==> src/rtl/mel_regs.svh <==
// Constants of the memory error log bank: addresses, field positions,
// write masks, reset values and model-specific error codes.
// Assumes the includer needs only `define macros, no types.
`ifndef MEL_REGS_SVH
`define MEL_REGS_SVH

// ----------------------------------------------------------------
// Register addressing: {bank number[3:0], register kind[1:0]}
// ----------------------------------------------------------------
`define MEL_ADDR_W 6
`define MEL_BANK_FIRST 4'h8
`define MEL_BANK_LAST 4'hB
`define MEL_BANKS 4
`define MEL_KIND_STATUS 2'h1
`define MEL_KIND_MISC 2'h3
`define MEL_ADDR_CTRL 6'h3C

// ----------------------------------------------------------------
// Extra logging control register
// ----------------------------------------------------------------
`define MEL_CTRL_EXTRA_BIT 1
`define MEL_CTRL_MASK 64'h0000_0000_0000_0002
`define MEL_CTRL_RESET 64'h0000_0000_0000_0000

// ----------------------------------------------------------------
// Status register fields
// ----------------------------------------------------------------
`define MEL_ST_CODE_MSB 15
`define MEL_ST_CODE_LSB 0
`define MEL_ST_MODEL_MSB 31
`define MEL_ST_MODEL_LSB 16
`define MEL_ST_DEV1_MSB 36
`define MEL_ST_DEV1_LSB 32
`define MEL_ST_CNT_MSB 52
`define MEL_ST_CNT_LSB 38
`define MEL_ST_PCC 57
`define MEL_ST_ADDRV 58
`define MEL_ST_MISCV 59
`define MEL_ST_EN 60
`define MEL_ST_UC 61
`define MEL_ST_OVER 62
`define MEL_ST_VAL 63
`define MEL_ST_WMASK 64'hFFFF_FFDF_FFFF_FFFF
`define MEL_ST_RESET 64'h0000_0000_0000_0000

// ----------------------------------------------------------------
// Detail (miscellaneous) register fields
// ----------------------------------------------------------------
`define MEL_MI_ADDR_MSB 8
`define MEL_MI_ADDR_LSB 0
`define MEL_MI_DEV2_MSB 13
`define MEL_MI_DEV2_LSB 9
`define MEL_MI_MASK1_MSB 29
`define MEL_MI_MASK1_LSB 14
`define MEL_MI_MASK2_MSB 45
`define MEL_MI_MASK2_LSB 30
`define MEL_MI_RANK1_MSB 50
`define MEL_MI_RANK1_LSB 46
`define MEL_MI_RANK2_MSB 55
`define MEL_MI_RANK2_LSB 51
`define MEL_MI_V1 62
`define MEL_MI_V2 63
`define MEL_MI_WMASK 64'hC0FF_FFFF_FFFF_FFFF
`define MEL_MI_RESET 64'h0000_0000_0000_0000

// ----------------------------------------------------------------
// Model-specific error codes, status bits 31:16
// ----------------------------------------------------------------
`define MEL_MC_ADDR_PAR 16'h0001
`define MEL_MC_WB_DATA_PAR 16'h0002
`define MEL_MC_WBE_PAR 16'h0004
`define MEL_MC_SCRUB_CE 16'h0008
`define MEL_MC_SCRUB_UCE 16'h0010
`define MEL_MC_SPARE_CE 16'h0020
`define MEL_MC_SPARE_UCE 16'h0040
`define MEL_MC_NONE 16'h0000
`define MEL_CNT_MAX 15'h7FFF

`endif

==> src/rtl/mel_pkg.sv <==
// Types shared by the memory error log bank modules.
// Assumes mel_regs.svh is on the include path.
`include "mel_regs.svh"

package mel_pkg;

    // Kind of error reported by the memory controller unit
    typedef enum logic [2:0] {
        MEL_ERR_ADDR_PAR = 3'h0,
        MEL_ERR_WB_DATA_PAR = 3'h1,
        MEL_ERR_WBE_PAR = 3'h2,
        MEL_ERR_SCRUB_CE = 3'h3,
        MEL_ERR_SCRUB_UCE = 3'h4,
        MEL_ERR_SPARE_CE = 3'h5,
        MEL_ERR_SPARE_UCE = 3'h6,
        MEL_ERR_READ_CE = 3'h7
    } mel_err_kind_t;

    // Result of decoding a register address
    typedef struct packed {
        logic hit;
        logic is_ctrl;
        logic is_misc;
        logic [1:0] bank;
    } mel_dec_t;

    // Whole state of the register bank
    typedef struct packed {
        logic [63:0] ctrl;
        logic [`MEL_BANKS-1:0][63:0] status;
        logic [`MEL_BANKS-1:0][63:0] misc;
        logic [63:0] rdata;
        logic rvalid;
        logic fault;
    } mel_state_t;

endpackage

==> src/rtl/mel_error_log_bank.sv <==
// Memory error log bank: four status/detail register pairs and the
// extra logging control register, reached by register read/write.
// Assumes error reports and register accesses come from logic on clk_i.
`timescale 1ns/1ps
`default_nettype none
`include "mel_regs.svh"

// Summary of operation
// Log controller errors in banks eight to eleven
// Status 15:0 holds 1MMMCCCC memory class code
// Control bit one enables extra detail logging
// Model field codes address, buffer, enable parity
// Model field codes scrub and spare errors
// Extra: first failing device id in 36:32
// Detail 13:9: second device or parity info
// Extra: device bit masks in 29:14, 45:30
// Extra: failing ranks in 50:46, 55:51
// Extra: bit 62 marks first device valid
// Extra: bit 63 marks second device valid
// Reader trusts second device after bit 62
// Reserved bits read zero; 63:57 validity flags
module mel_error_log_bank
    import mel_pkg::*;
(
    input wire logic clk_i,              // Core clock
    input wire logic rst_n_i,            // Async reset, active low
    input wire logic msr_wr_i,           // Register write strobe
    input wire logic msr_rd_i,           // Register read strobe
    input wire logic [5:0] msr_addr_i,   // Register address
    input wire logic [63:0] msr_wdata_i, // Write data
    output logic [63:0] msr_rdata_o,     // Read data, registered
    output logic msr_rvalid_o,           // Read data valid pulse
    output logic msr_fault_o,            // Unmapped access pulse
    input wire logic err_valid_i,        // Error report pulse
    input wire logic [1:0] err_bank_i,   // Target bank, 0 is bank 8
    input wire mel_err_kind_t err_kind_i, // Error kind
    input wire logic [2:0] err_txn_i,    // Transaction type
    input wire logic [3:0] err_chan_i,   // Channel
    input wire logic [8:0] err_addr_info_i, // Address information
    input wire logic [4:0] err_par_detail_i, // Parity detail
    input wire logic [4:0] err_dev1_id_i, // First failing device
    input wire logic [15:0] err_dev1_mask_i, // First device mask
    input wire logic [4:0] err_dev1_rank_i, // First device rank
    input wire logic err_dev2_present_i, // Second device offered
    input wire logic [4:0] err_dev2_id_i, // Second failing device
    input wire logic [15:0] err_dev2_mask_i, // Second device mask
    input wire logic [4:0] err_dev2_rank_i, // Second device rank
    output logic extra_logging_o,        // Extra logging enabled
    output logic [3:0] bank_valid_o      // Status valid per bank
);

    // ------------------------------------------------------------
    // Address decode
    // ------------------------------------------------------------
    function automatic mel_dec_t decode(input logic [5:0] a);
        logic [3:0] num;
        num = a[5:2];
        decode = '0;
        if (a == `MEL_ADDR_CTRL) begin
            decode.hit = 1'b1;
            decode.is_ctrl = 1'b1;
        end else if (num >= `MEL_BANK_FIRST && num <= `MEL_BANK_LAST &&
                     (a[1:0] == `MEL_KIND_STATUS ||
                      a[1:0] == `MEL_KIND_MISC)) begin
            decode.hit = 1'b1;
            decode.is_misc = (a[1:0] == `MEL_KIND_MISC);
            decode.bank = 2'(num - `MEL_BANK_FIRST);
        end
    endfunction

    mel_state_t s_q;
    mel_state_t s_d;
    mel_dec_t wdec;
    mel_dec_t rdec;
    logic [63:0] base_status;
    logic [63:0] base_misc;
    logic [63:0] cap_status;
    logic [63:0] cap_misc;
    logic wr_st_hit;
    logic wr_mi_hit;

    // ------------------------------------------------------------
    // Value the event merges into, after any same-cycle write
    // ------------------------------------------------------------
    // Feeding the written value in lets the hardware event win over a
    // software clear in the same cycle.
    assign wdec = decode(msr_addr_i);
    assign rdec = decode(msr_addr_i);
    assign wr_st_hit = msr_wr_i && wdec.hit && !wdec.is_ctrl &&
                       !wdec.is_misc && wdec.bank == err_bank_i;
    assign wr_mi_hit = msr_wr_i && wdec.hit && !wdec.is_ctrl &&
                       wdec.is_misc && wdec.bank == err_bank_i;
    assign base_status = wr_st_hit ? (msr_wdata_i & `MEL_ST_WMASK)
                                   : s_q.status[err_bank_i];
    assign base_misc = wr_mi_hit ? (msr_wdata_i & `MEL_MI_WMASK)
                                 : s_q.misc[err_bank_i];

    // ------------------------------------------------------------
    // Event merge
    // ------------------------------------------------------------
    mel_capture u_capture (
        .kind_i(err_kind_i),
        .txn_i(err_txn_i),
        .chan_i(err_chan_i),
        .addr_info_i(err_addr_info_i),
        .par_detail_i(err_par_detail_i),
        .dev1_id_i(err_dev1_id_i),
        .dev1_mask_i(err_dev1_mask_i),
        .dev1_rank_i(err_dev1_rank_i),
        .dev2_present_i(err_dev2_present_i),
        .dev2_id_i(err_dev2_id_i),
        .dev2_mask_i(err_dev2_mask_i),
        .dev2_rank_i(err_dev2_rank_i),
        .extra_i(s_q.ctrl[`MEL_CTRL_EXTRA_BIT]),
        .status_i(base_status),
        .misc_i(base_misc),
        .status_o(cap_status),
        .misc_o(cap_misc)
    );

    // ------------------------------------------------------------
    // Next state
    // ------------------------------------------------------------
    always_comb begin
        s_d = s_q;
        s_d.rvalid = 1'b0;
        s_d.fault = 1'b0;
        // Software writes; reserved bits are masked off
        if (msr_wr_i) begin
            if (!wdec.hit) begin
                s_d.fault = 1'b1;
            end else if (wdec.is_ctrl) begin
                s_d.ctrl = msr_wdata_i & `MEL_CTRL_MASK;
            end else if (wdec.is_misc) begin
                s_d.misc[wdec.bank] = msr_wdata_i & `MEL_MI_WMASK;
            end else begin
                s_d.status[wdec.bank] = msr_wdata_i & `MEL_ST_WMASK;
            end
        end
        // Error report lands last, so it overrides a same-cycle write
        if (err_valid_i) begin
            s_d.status[err_bank_i] = cap_status;
            s_d.misc[err_bank_i] = cap_misc;
        end
        // Reads return the value held before this cycle's updates
        if (msr_rd_i) begin
            s_d.rvalid = 1'b1;
            s_d.rdata = '0;
            if (!rdec.hit) begin
                s_d.fault = 1'b1;
            end else if (rdec.is_ctrl) begin
                s_d.rdata = s_q.ctrl;
            end else if (rdec.is_misc) begin
                s_d.rdata = s_q.misc[rdec.bank];
            end else begin
                s_d.rdata = s_q.status[rdec.bank];
            end
        end
    end

    // ------------------------------------------------------------
    // State register
    // ------------------------------------------------------------
    always_ff @(posedge clk_i or negedge rst_n_i) begin
        if (!rst_n_i) begin
            s_q.ctrl <= `MEL_CTRL_RESET;
            s_q.status <= {`MEL_BANKS{`MEL_ST_RESET}};
            s_q.misc <= {`MEL_BANKS{`MEL_MI_RESET}};
            s_q.rdata <= 64'h0000_0000_0000_0000;
            s_q.rvalid <= 1'b0;
            s_q.fault <= 1'b0;
        end else begin
            s_q <= s_d;
        end
    end

    // ------------------------------------------------------------
    // Outputs
    // ------------------------------------------------------------
    assign msr_rdata_o = s_q.rdata;
    assign msr_rvalid_o = s_q.rvalid;
    assign msr_fault_o = s_q.fault;
    assign extra_logging_o = s_q.ctrl[`MEL_CTRL_EXTRA_BIT];
    always_comb begin
        for (int b = 0; b < `MEL_BANKS; b++) begin
            bank_valid_o[b] = s_q.status[b][`MEL_ST_VAL];
        end
    end

endmodule
`default_nettype wire

==> src/rtl/mel_capture.sv <==
// Merges one reported memory error into a bank's status and detail words.
// Purely combinational; the caller registers the result.
`timescale 1ns/1ps
`default_nettype none
`include "mel_regs.svh"

module mel_capture
    import mel_pkg::*;
(
    input wire mel_err_kind_t kind_i,  // Error kind
    input wire logic [2:0] txn_i,      // Transaction type MMM
    input wire logic [3:0] chan_i,     // Channel CCCC
    input wire logic [8:0] addr_info_i, // Address information
    input wire logic [4:0] par_detail_i, // Parity error detail
    input wire logic [4:0] dev1_id_i,  // First failing device
    input wire logic [15:0] dev1_mask_i, // First device bit mask
    input wire logic [4:0] dev1_rank_i, // First device rank
    input wire logic dev2_present_i,   // Second device info offered
    input wire logic [4:0] dev2_id_i,  // Second failing device
    input wire logic [15:0] dev2_mask_i, // Second device bit mask
    input wire logic [4:0] dev2_rank_i, // Second device rank
    input wire logic extra_i,          // Extra logging enabled
    input wire logic [63:0] status_i,  // Status before the event
    input wire logic [63:0] misc_i,    // Detail before the event
    output logic [63:0] status_o,      // Status after the event
    output logic [63:0] misc_o         // Detail after the event
);

    // ------------------------------------------------------------
    // Code tables
    // ------------------------------------------------------------
    function automatic logic [15:0] model_code(input mel_err_kind_t k);
        case (k)
            MEL_ERR_ADDR_PAR: model_code = `MEL_MC_ADDR_PAR;
            MEL_ERR_WB_DATA_PAR: model_code = `MEL_MC_WB_DATA_PAR;
            MEL_ERR_WBE_PAR: model_code = `MEL_MC_WBE_PAR;
            MEL_ERR_SCRUB_CE: model_code = `MEL_MC_SCRUB_CE;
            MEL_ERR_SCRUB_UCE: model_code = `MEL_MC_SCRUB_UCE;
            MEL_ERR_SPARE_CE: model_code = `MEL_MC_SPARE_CE;
            MEL_ERR_SPARE_UCE: model_code = `MEL_MC_SPARE_UCE;
            default: model_code = `MEL_MC_NONE;
        endcase
    endfunction

    function automatic logic is_corrected(input mel_err_kind_t k);
        is_corrected = (k == MEL_ERR_SCRUB_CE) || (k == MEL_ERR_SPARE_CE) ||
                       (k == MEL_ERR_READ_CE);
    endfunction

    logic uc;
    logic take;
    logic [14:0] cnt;
    logic v1_now;

    // ------------------------------------------------------------
    // Merge
    // ------------------------------------------------------------
    // An uncorrected error displaces a corrected one; otherwise the
    // first error stays and later ones only raise overflow, bump the count if corrected, and, as extra-logged corrected reads, fill free device slots.
    always_comb begin
        status_o = status_i;
        misc_o = misc_i;
        uc = !is_corrected(kind_i);
        take = !status_i[`MEL_ST_VAL] || (uc && !status_i[`MEL_ST_UC]);
        cnt = status_i[`MEL_ST_CNT_MSB:`MEL_ST_CNT_LSB];
        v1_now = misc_i[`MEL_MI_V1];
        if (status_i[`MEL_ST_VAL]) begin
            status_o[`MEL_ST_OVER] = 1'b1;
        end
        if (!uc && cnt != `MEL_CNT_MAX) begin
            status_o[`MEL_ST_CNT_MSB:`MEL_ST_CNT_LSB] = cnt + 15'h0001;
        end
        if (take) begin
            status_o[`MEL_ST_CODE_MSB:`MEL_ST_CODE_LSB] =
                {8'h00, 1'b1, txn_i, chan_i};
            status_o[`MEL_ST_MODEL_MSB:`MEL_ST_MODEL_LSB] =
                model_code(kind_i);
            status_o[`MEL_ST_VAL] = 1'b1;
            status_o[`MEL_ST_UC] = uc;
            status_o[`MEL_ST_EN] = 1'b1;
            status_o[`MEL_ST_MISCV] = 1'b1;
            misc_o[`MEL_MI_ADDR_MSB:`MEL_MI_ADDR_LSB] = addr_info_i;
            // Parity detail only while extra logging does not own it
            if (!extra_i && (kind_i == MEL_ERR_WB_DATA_PAR ||
                             kind_i == MEL_ERR_WBE_PAR)) begin
                misc_o[`MEL_MI_DEV2_MSB:`MEL_MI_DEV2_LSB] = par_detail_i;
            end
        end
        // Device detail of corrected normal reads, first one kept
        if (extra_i && kind_i == MEL_ERR_READ_CE) begin
            if (!v1_now) begin
                status_o[`MEL_ST_DEV1_MSB:`MEL_ST_DEV1_LSB] = dev1_id_i;
                misc_o[`MEL_MI_MASK1_MSB:`MEL_MI_MASK1_LSB] = dev1_mask_i;
                misc_o[`MEL_MI_RANK1_MSB:`MEL_MI_RANK1_LSB] = dev1_rank_i;
                misc_o[`MEL_MI_V1] = 1'b1;
                v1_now = 1'b1;
            end
            // Second device only rides on valid first-device data
            if (dev2_present_i && v1_now && !misc_i[`MEL_MI_V2]) begin
                misc_o[`MEL_MI_DEV2_MSB:`MEL_MI_DEV2_LSB] = dev2_id_i;
                misc_o[`MEL_MI_MASK2_MSB:`MEL_MI_MASK2_LSB] = dev2_mask_i;
                misc_o[`MEL_MI_RANK2_MSB:`MEL_MI_RANK2_LSB] = dev2_rank_i;
                misc_o[`MEL_MI_V2] = 1'b1;
            end
        end
    end

endmodule
`default_nettype wire

==> config.mk <==
export PLATFORM = sky130hd
export DESIGN_NAME = mel_error_log_bank
export DESIGN_NICKNAME = d
export VERILOG_FILES = /design/src/rtl/mel_pkg.sv /design/src/rtl/mel_error_log_bank.sv /design/src/rtl/mel_capture.sv
export VERILOG_INCLUDE_DIRS = /design/src /design/src/rtl
export SDC_FILE = /design/constraint.sdc
export NUM_CORES = 2
export LEC_CHECK = 0
export BUFFER_PORTS_ARGS = -buffer_cell sky130_fd_sc_hd__buf_2
export CORE_MARGIN = 5
export CORE_UTILIZATION = 58
export CTS_BUF_LIST = sky130_fd_sc_hd__clkbuf_8
export DETAILED_ROUTE_END_ITERATION = 16
export GPL_TIMING_DRIVEN = 0
export HOLD_SLACK_MARGIN = 0.02
export PLACE_DENSITY = 0.8
export REMOVE_ABC_BUFFERS = 1
export SKIP_CTS_REPAIR_TIMING = 1
export SYNTH_ARGS = -nofsm -noshare
export SYNTH_HDL_FRONTEND = slang
export SYNTH_SLANG_ARGS = --single-unit
==> constraint.sdc <==
create_clock -name clk_i -period 2.22 [get_ports clk_i]
set_clock_uncertainty 0.05 [all_clocks]
set_input_delay 0.222 -clock clk_i [delete_from_list [all_inputs] [get_ports clk_i]]
set_output_delay 0.222 -clock clk_i [all_outputs]
set_load 0.1 [all_outputs]
---- After elaboration in Yosys (flattened, before gate mapping) ----
Cells that the tools add are included.
word-level totals
  bits in registers ....................... 579
  input bits .............................. 154
  output and inout port bits .............. 71
  word-level logic and storage cells ...... 117
operators by class
  $add $sub $neg .......................... 2
  order comparisons ....................... 6
  equality and inequality tests ........... 12
  multiplexer cells ....................... 55
  reductions and logical operators ........ 30
operators by type and width
  operator                                                     number
  2-to-1 mux 512 bit                                           4
  bitwise mux 256 bit                                          4
  2-to-1 mux 64 bit                                            11
  binary-select mux 64 bit (select 2 bit)                      4
  2-to-1 mux 256 bit                                           2
  demux 64 bit (select 2 bit)                                  2
  case mux 7 bit (7 select lines)                              1
  2-to-1 mux 47 bit                                            1
  2-to-1 mux 16 bit                                            2
  2-to-1 mux 32 bit                                            1
  2-to-1 mux 5 bit                                             6
  logical AND 1 bit                                            16
  adder 15 x 1 -> 15 bit (second input constant)               1
  2-to-1 mux 15 bit                                            1
  inequality test 15 bit (second input constant)               1
  2-to-1 mux 14 bit                                            1
  == test 3 bit (second input constant)                        4
  2-to-1 mux 1 bit                                             10
  2-to-1 mux 3 bit                                             3
  logical NOT 1 bit                                            7
  == test 3 x 2 -> 1 bit (second input constant)               2
  == test 6 bit (second input constant)                        1
  less-than comparator 2 x 3 -> 1 bit (second input constant)  2
  logical OR 1 bit                                             5
  other kinds (11)                                             13

---- Logic depth before layout (Yosys ltp) ----
  word-level depth ........................ 18
  gate-level depth with buffers ........... 12
  depth with buffers taken out ............ 8

---- Cells and area by module ----
From an unflattened synthesis, not the netlist that was laid out.
unflattened totals
  cells, all modules ...................... 3,815
  area total of the unflattened synthesis .. 37,334.6 µm²
modules (own cells, without submodules)
  module              times used  cells an instance  area each (µm²)  seq. area each (µm²)
  mel_error_log_bank  1           3,569              35,612.9         14,488.9
  mel_capture         1           246                1,721.7          0.0

---- Worst setup path after synthesis ----
No wires, ideal clock.
  path kind ............................... reg-to-reg
  start point ............................. reg s_q, in the netlist extra_logging_o
  end point ............................... reg s_q[107] (netlist bit)
  library setup time ...................... 0.133 ns
  arrival ................................. 2.294 ns
  required time ........................... 2.037 ns
  setup slack ............................. -0.258 ns
  stages on the path, launching flop included .. 8
  buffers on the path ..................... 2
  clock period less this slack ............ 2.478 ns
  cell sequence ........................... dfrtp_1 and4_1 nand2_1 or2_2 buf_6 buf_2 o21ai_1 o21ai_0
RTL lines
  what                RTL line                  RTL
  start: declaration  mel_error_log_bank.sv:71  mel_state_t s_q;

==> impl_metrics.tcl <==
set metrics [dict create \
    seq_area_frac_synth 0.406 \
    drive_gt1_frac 0.321 \
    core-area_sq_um 61400 \
    fmax_ghz 0.378 \
    power_density_nw_per_um2 869 \
    ioPinCount 225 \
    vias 32041 \
    pwr-share-clk 0.246 \
    hpwl_mm 63.7 \
    startpoint "msr_addr_i[3]" \
    cts.clk_slew.worst_paths_ps 60 \
    finalCriticalPeriod_ps 2650 \
    p_int_mw 24.0 \
    dieArea_sq_um 66600 \
    final_util 0.696 \
    start_util 0.582 \
    clock-root-buffer "clkbuf_8" \
    remaining_drc_errors 0 \
    overflow 0 \
    min_period_over_period 1.19 \
    worst_slew_pin_slew_ps 1170 \
    cts_made_buffers 98 \
    p_seq_frac 0.412 \
    ant_nets 0 \
    ir_drop_uv 502 \
    hold_viol 5 \
    cp-end-kind "flip-flop" \
    whs_ps -17.7 \
    cts.sinks 579 \
    swShare 0.352 \
    synthCells 3530 \
    grt_pass1_vias 28961 \
    hp-start "msr_wdata_i[46]" \
    slew_violations 0 \
    p_comb_frac 0.342 \
    netlist-cell-type-count 62 \
    die_w_microns 258 \
    worst_ep_required_time_ps 2740 \
    rows 91 \
    path_max_fanout 8 \
    vias_per_cell 7.00 \
    netSwitchingPower_mw 13.0 \
    cp.arrival_ps 3160 \
    r2r-start "s_q[447]$_DFF_PN0_" \
    wl_mm 131 \
    relSlewSlack 0.211 \
    fillers 4178 \
    synth_area_per_cell_sq_um 10.1 \
    yosys_warnings 0 \
    grt_use_total 0.320 \
    violations "negative hold slack, negative setup slack" \
    grt_start_max_net_pins 115 \
    syn-cell-area_sq_um 35700 \
    drtIter0Drc 4702 \
    multi_input_area_sq_um 20300 \
    setup_viol 382 \
    synth-async-reset-ratio 1.00 \
    finalNonFillerCells 4577 \
    place_area_sq_um 37300 \
    outcome "complete, but fails checks" \
    leakagePower_nw 20.0 \
    critical_path_class "input port to flip-flop" \
    setup_slack_ps -425 \
    num-nets-final 3882 \
    io_buffers 224 \
    placed_cells 4174 \
    grt_pass1_wl_mm 168 \
    h-tree-depth 3 \
    place.gp.congestion 0.790 \
    post-route-cell-area_sq_um 42700 \
    die_h_microns 258 \
    clk_path_buf_depth 3 \
    antenna_found_initial 11 \
    synth_enable_flop_cells 0 \
    ys_ff_latch 579 \
    clock_latency_ps 730 \
    hold_path.class "input port to flip-flop" \
    wl_per_cell_microns 28.7 \
    ys.flop_type "dfrtp_1" \
    cap_violations 0 \
    rsz0062_at_grt "true" \
    cts_tree "yes" \
    seqCellArea_sq_um 14500 \
    cp-start-kind "input port" \
    syn2layout_area_growth_pct 19.5 \
    dr.pass1.iters 8 \
]
power by group through the flow:
| stage | Sequential [mW] | Combinational (mW) | Clock [mW] |
|---|---|---|---|
| 3_5_place_dp | 15.2 | 10.6 | 0 |
| 4_1_cts | 15.0 | 10.7 | 9.12 |
| 5_1_grt | 15.4 | 13.6 | 9.61 |
| 2_1_floorplan | 15.1 | 7.52 | 0 |
| 3_3_place_gp | 15.0 | 10.2 | 0 |
| 6_report | 15.3 | 12.7 | 9.14 |
layout by cell type (no fill, tap or decap), types with 12 or more instances in the layout:
master	n
nand2_1	581
dfrtp_1	579
mux2_2	349
o21ai_0	342
mux2i_1	294
buf_2	218
mux4_2	176
o22ai_1	147
dlygate4sd3_1	140
clkbuf_8	117
o21ai_1	105
inv_1	90
a21oi_1	70
nor2_1	63
buf_4	62
buf_16	39
a21oi_2	30
and2_1	29
o21ai_2	28
o21ai_4	25
nand3_1	21
a21o_1	20
clkbuf_16	19
nand2_2	16
o221ai_1	14
nand2b_1	13
or2_4	12
per-stage QoR:
step	hold WS (ps)	TNS, ps	setup WS (ps)	total power [mW]
CTS	-470	-853830	-2520	34.8
finish	-17.7	-53010	-425	37.1
floorplan	-124	-1853850	-4530	22.6
detailed placement	285	-1272070	-3250	25.8
global route	12.4	-59450	-443	38.6
global placement	418	-	-17660	25.2
state kept, by name, indices dropped and copies added, names as in the netlist:
signal and cells:
msr_rdata_o 64, s_q 508, msr_rvalid_o 1, extra_logging_o 1, bank_valid_o 4, msr_fault_o 1
final timing paths:
| path | to | slack (ps) | cells past startpoint |
|---|---|---|---|
| max in group asynchronous | s_q[429]$_DFF_PN0_ | 540 | 4 |
| worst max register to register | s_q[271]$_DFF_PN0_ | -400 | 9 |
| worst min-delay path | s_q[369]$_DFF_PN0_ | -20 | 3 |
| worst min register to register | s_q[127]$_DFF_PN0_ | 440 | 1 |
| min in group asynchronous | s_q[380]$_DFF_PN0_ | 100 | 2 |
| worst max-delay path | s_q[557]$_DFF_PN0_ | -430 | 14 |
Yosys cell counts (all sizes together), types with 9 or more instances:
library cell	n	area, sq um
o21ai	500	2510
mux2i	304	3060
mux4	176	3960
a31oi	10	62.6
clkbuf	242	908
nand4	9	56.3
nand2b	14	87.6
nor2	73	282
nand2	607	2280
a21oi	102	510
o22ai	147	920
and2	31	194
a21o	20	150
dfrtp	579	14500
inv	58	218
o221ai	14	123
mux2	353	3980
nand3	30	160
buf	181	1070
layer usage:
| metal | global-route usage | routed length (microns) | vias up |
|---|---|---|---|
| met5 | 0 | 51 | - |
| met4 | 0.151 | 9750 | 8 |
| met3 | 0.0624 | 16700 | 769 |
| met2 | 0.511 | 59200 | 2728 |
| met1 | 0.426 | 45500 | 15475 |
| li1 | - | - | 13061 |
kinds of logic after synthesis:
group           Yosys count  share of synthesized area
flops                   579                      0.406
mux                     833                      0.308
buf+inv                 482                     0.0617
xor+xnor                 13                    0.00445
compound gates          829                      0.128
simple gates            794                     0.0920
worst max-delay path, stage by stage:
cell	delay, ps
buf_16	100
buf_16	140
nand4b_1	190
buf_8	210
buf_16	160
xnor2_4	170
buf_6	140
or3_4	380
a222oi_1	410
buf_4	270
a311oi_2	120
xor2_1	190
mux2i_2	300
o21ai_1	120
area by class of cell:
| cell class | instances | area share |
|---|---|---|
| sequential | 579 | 0.339 |
| multi-input combinational | 2483 | 0.475 |
| timing repair buffer | 507 | 0.116 |
| clock inverter | 35 | 0.00328 |
| clock buffer | 117 | 0.0377 |
| antenna | 7 | 0.000410 |
| inverter | 59 | 0.00519 |
| tap | 790 | 0.0232 |
Power figures use the tool's default switching activity.
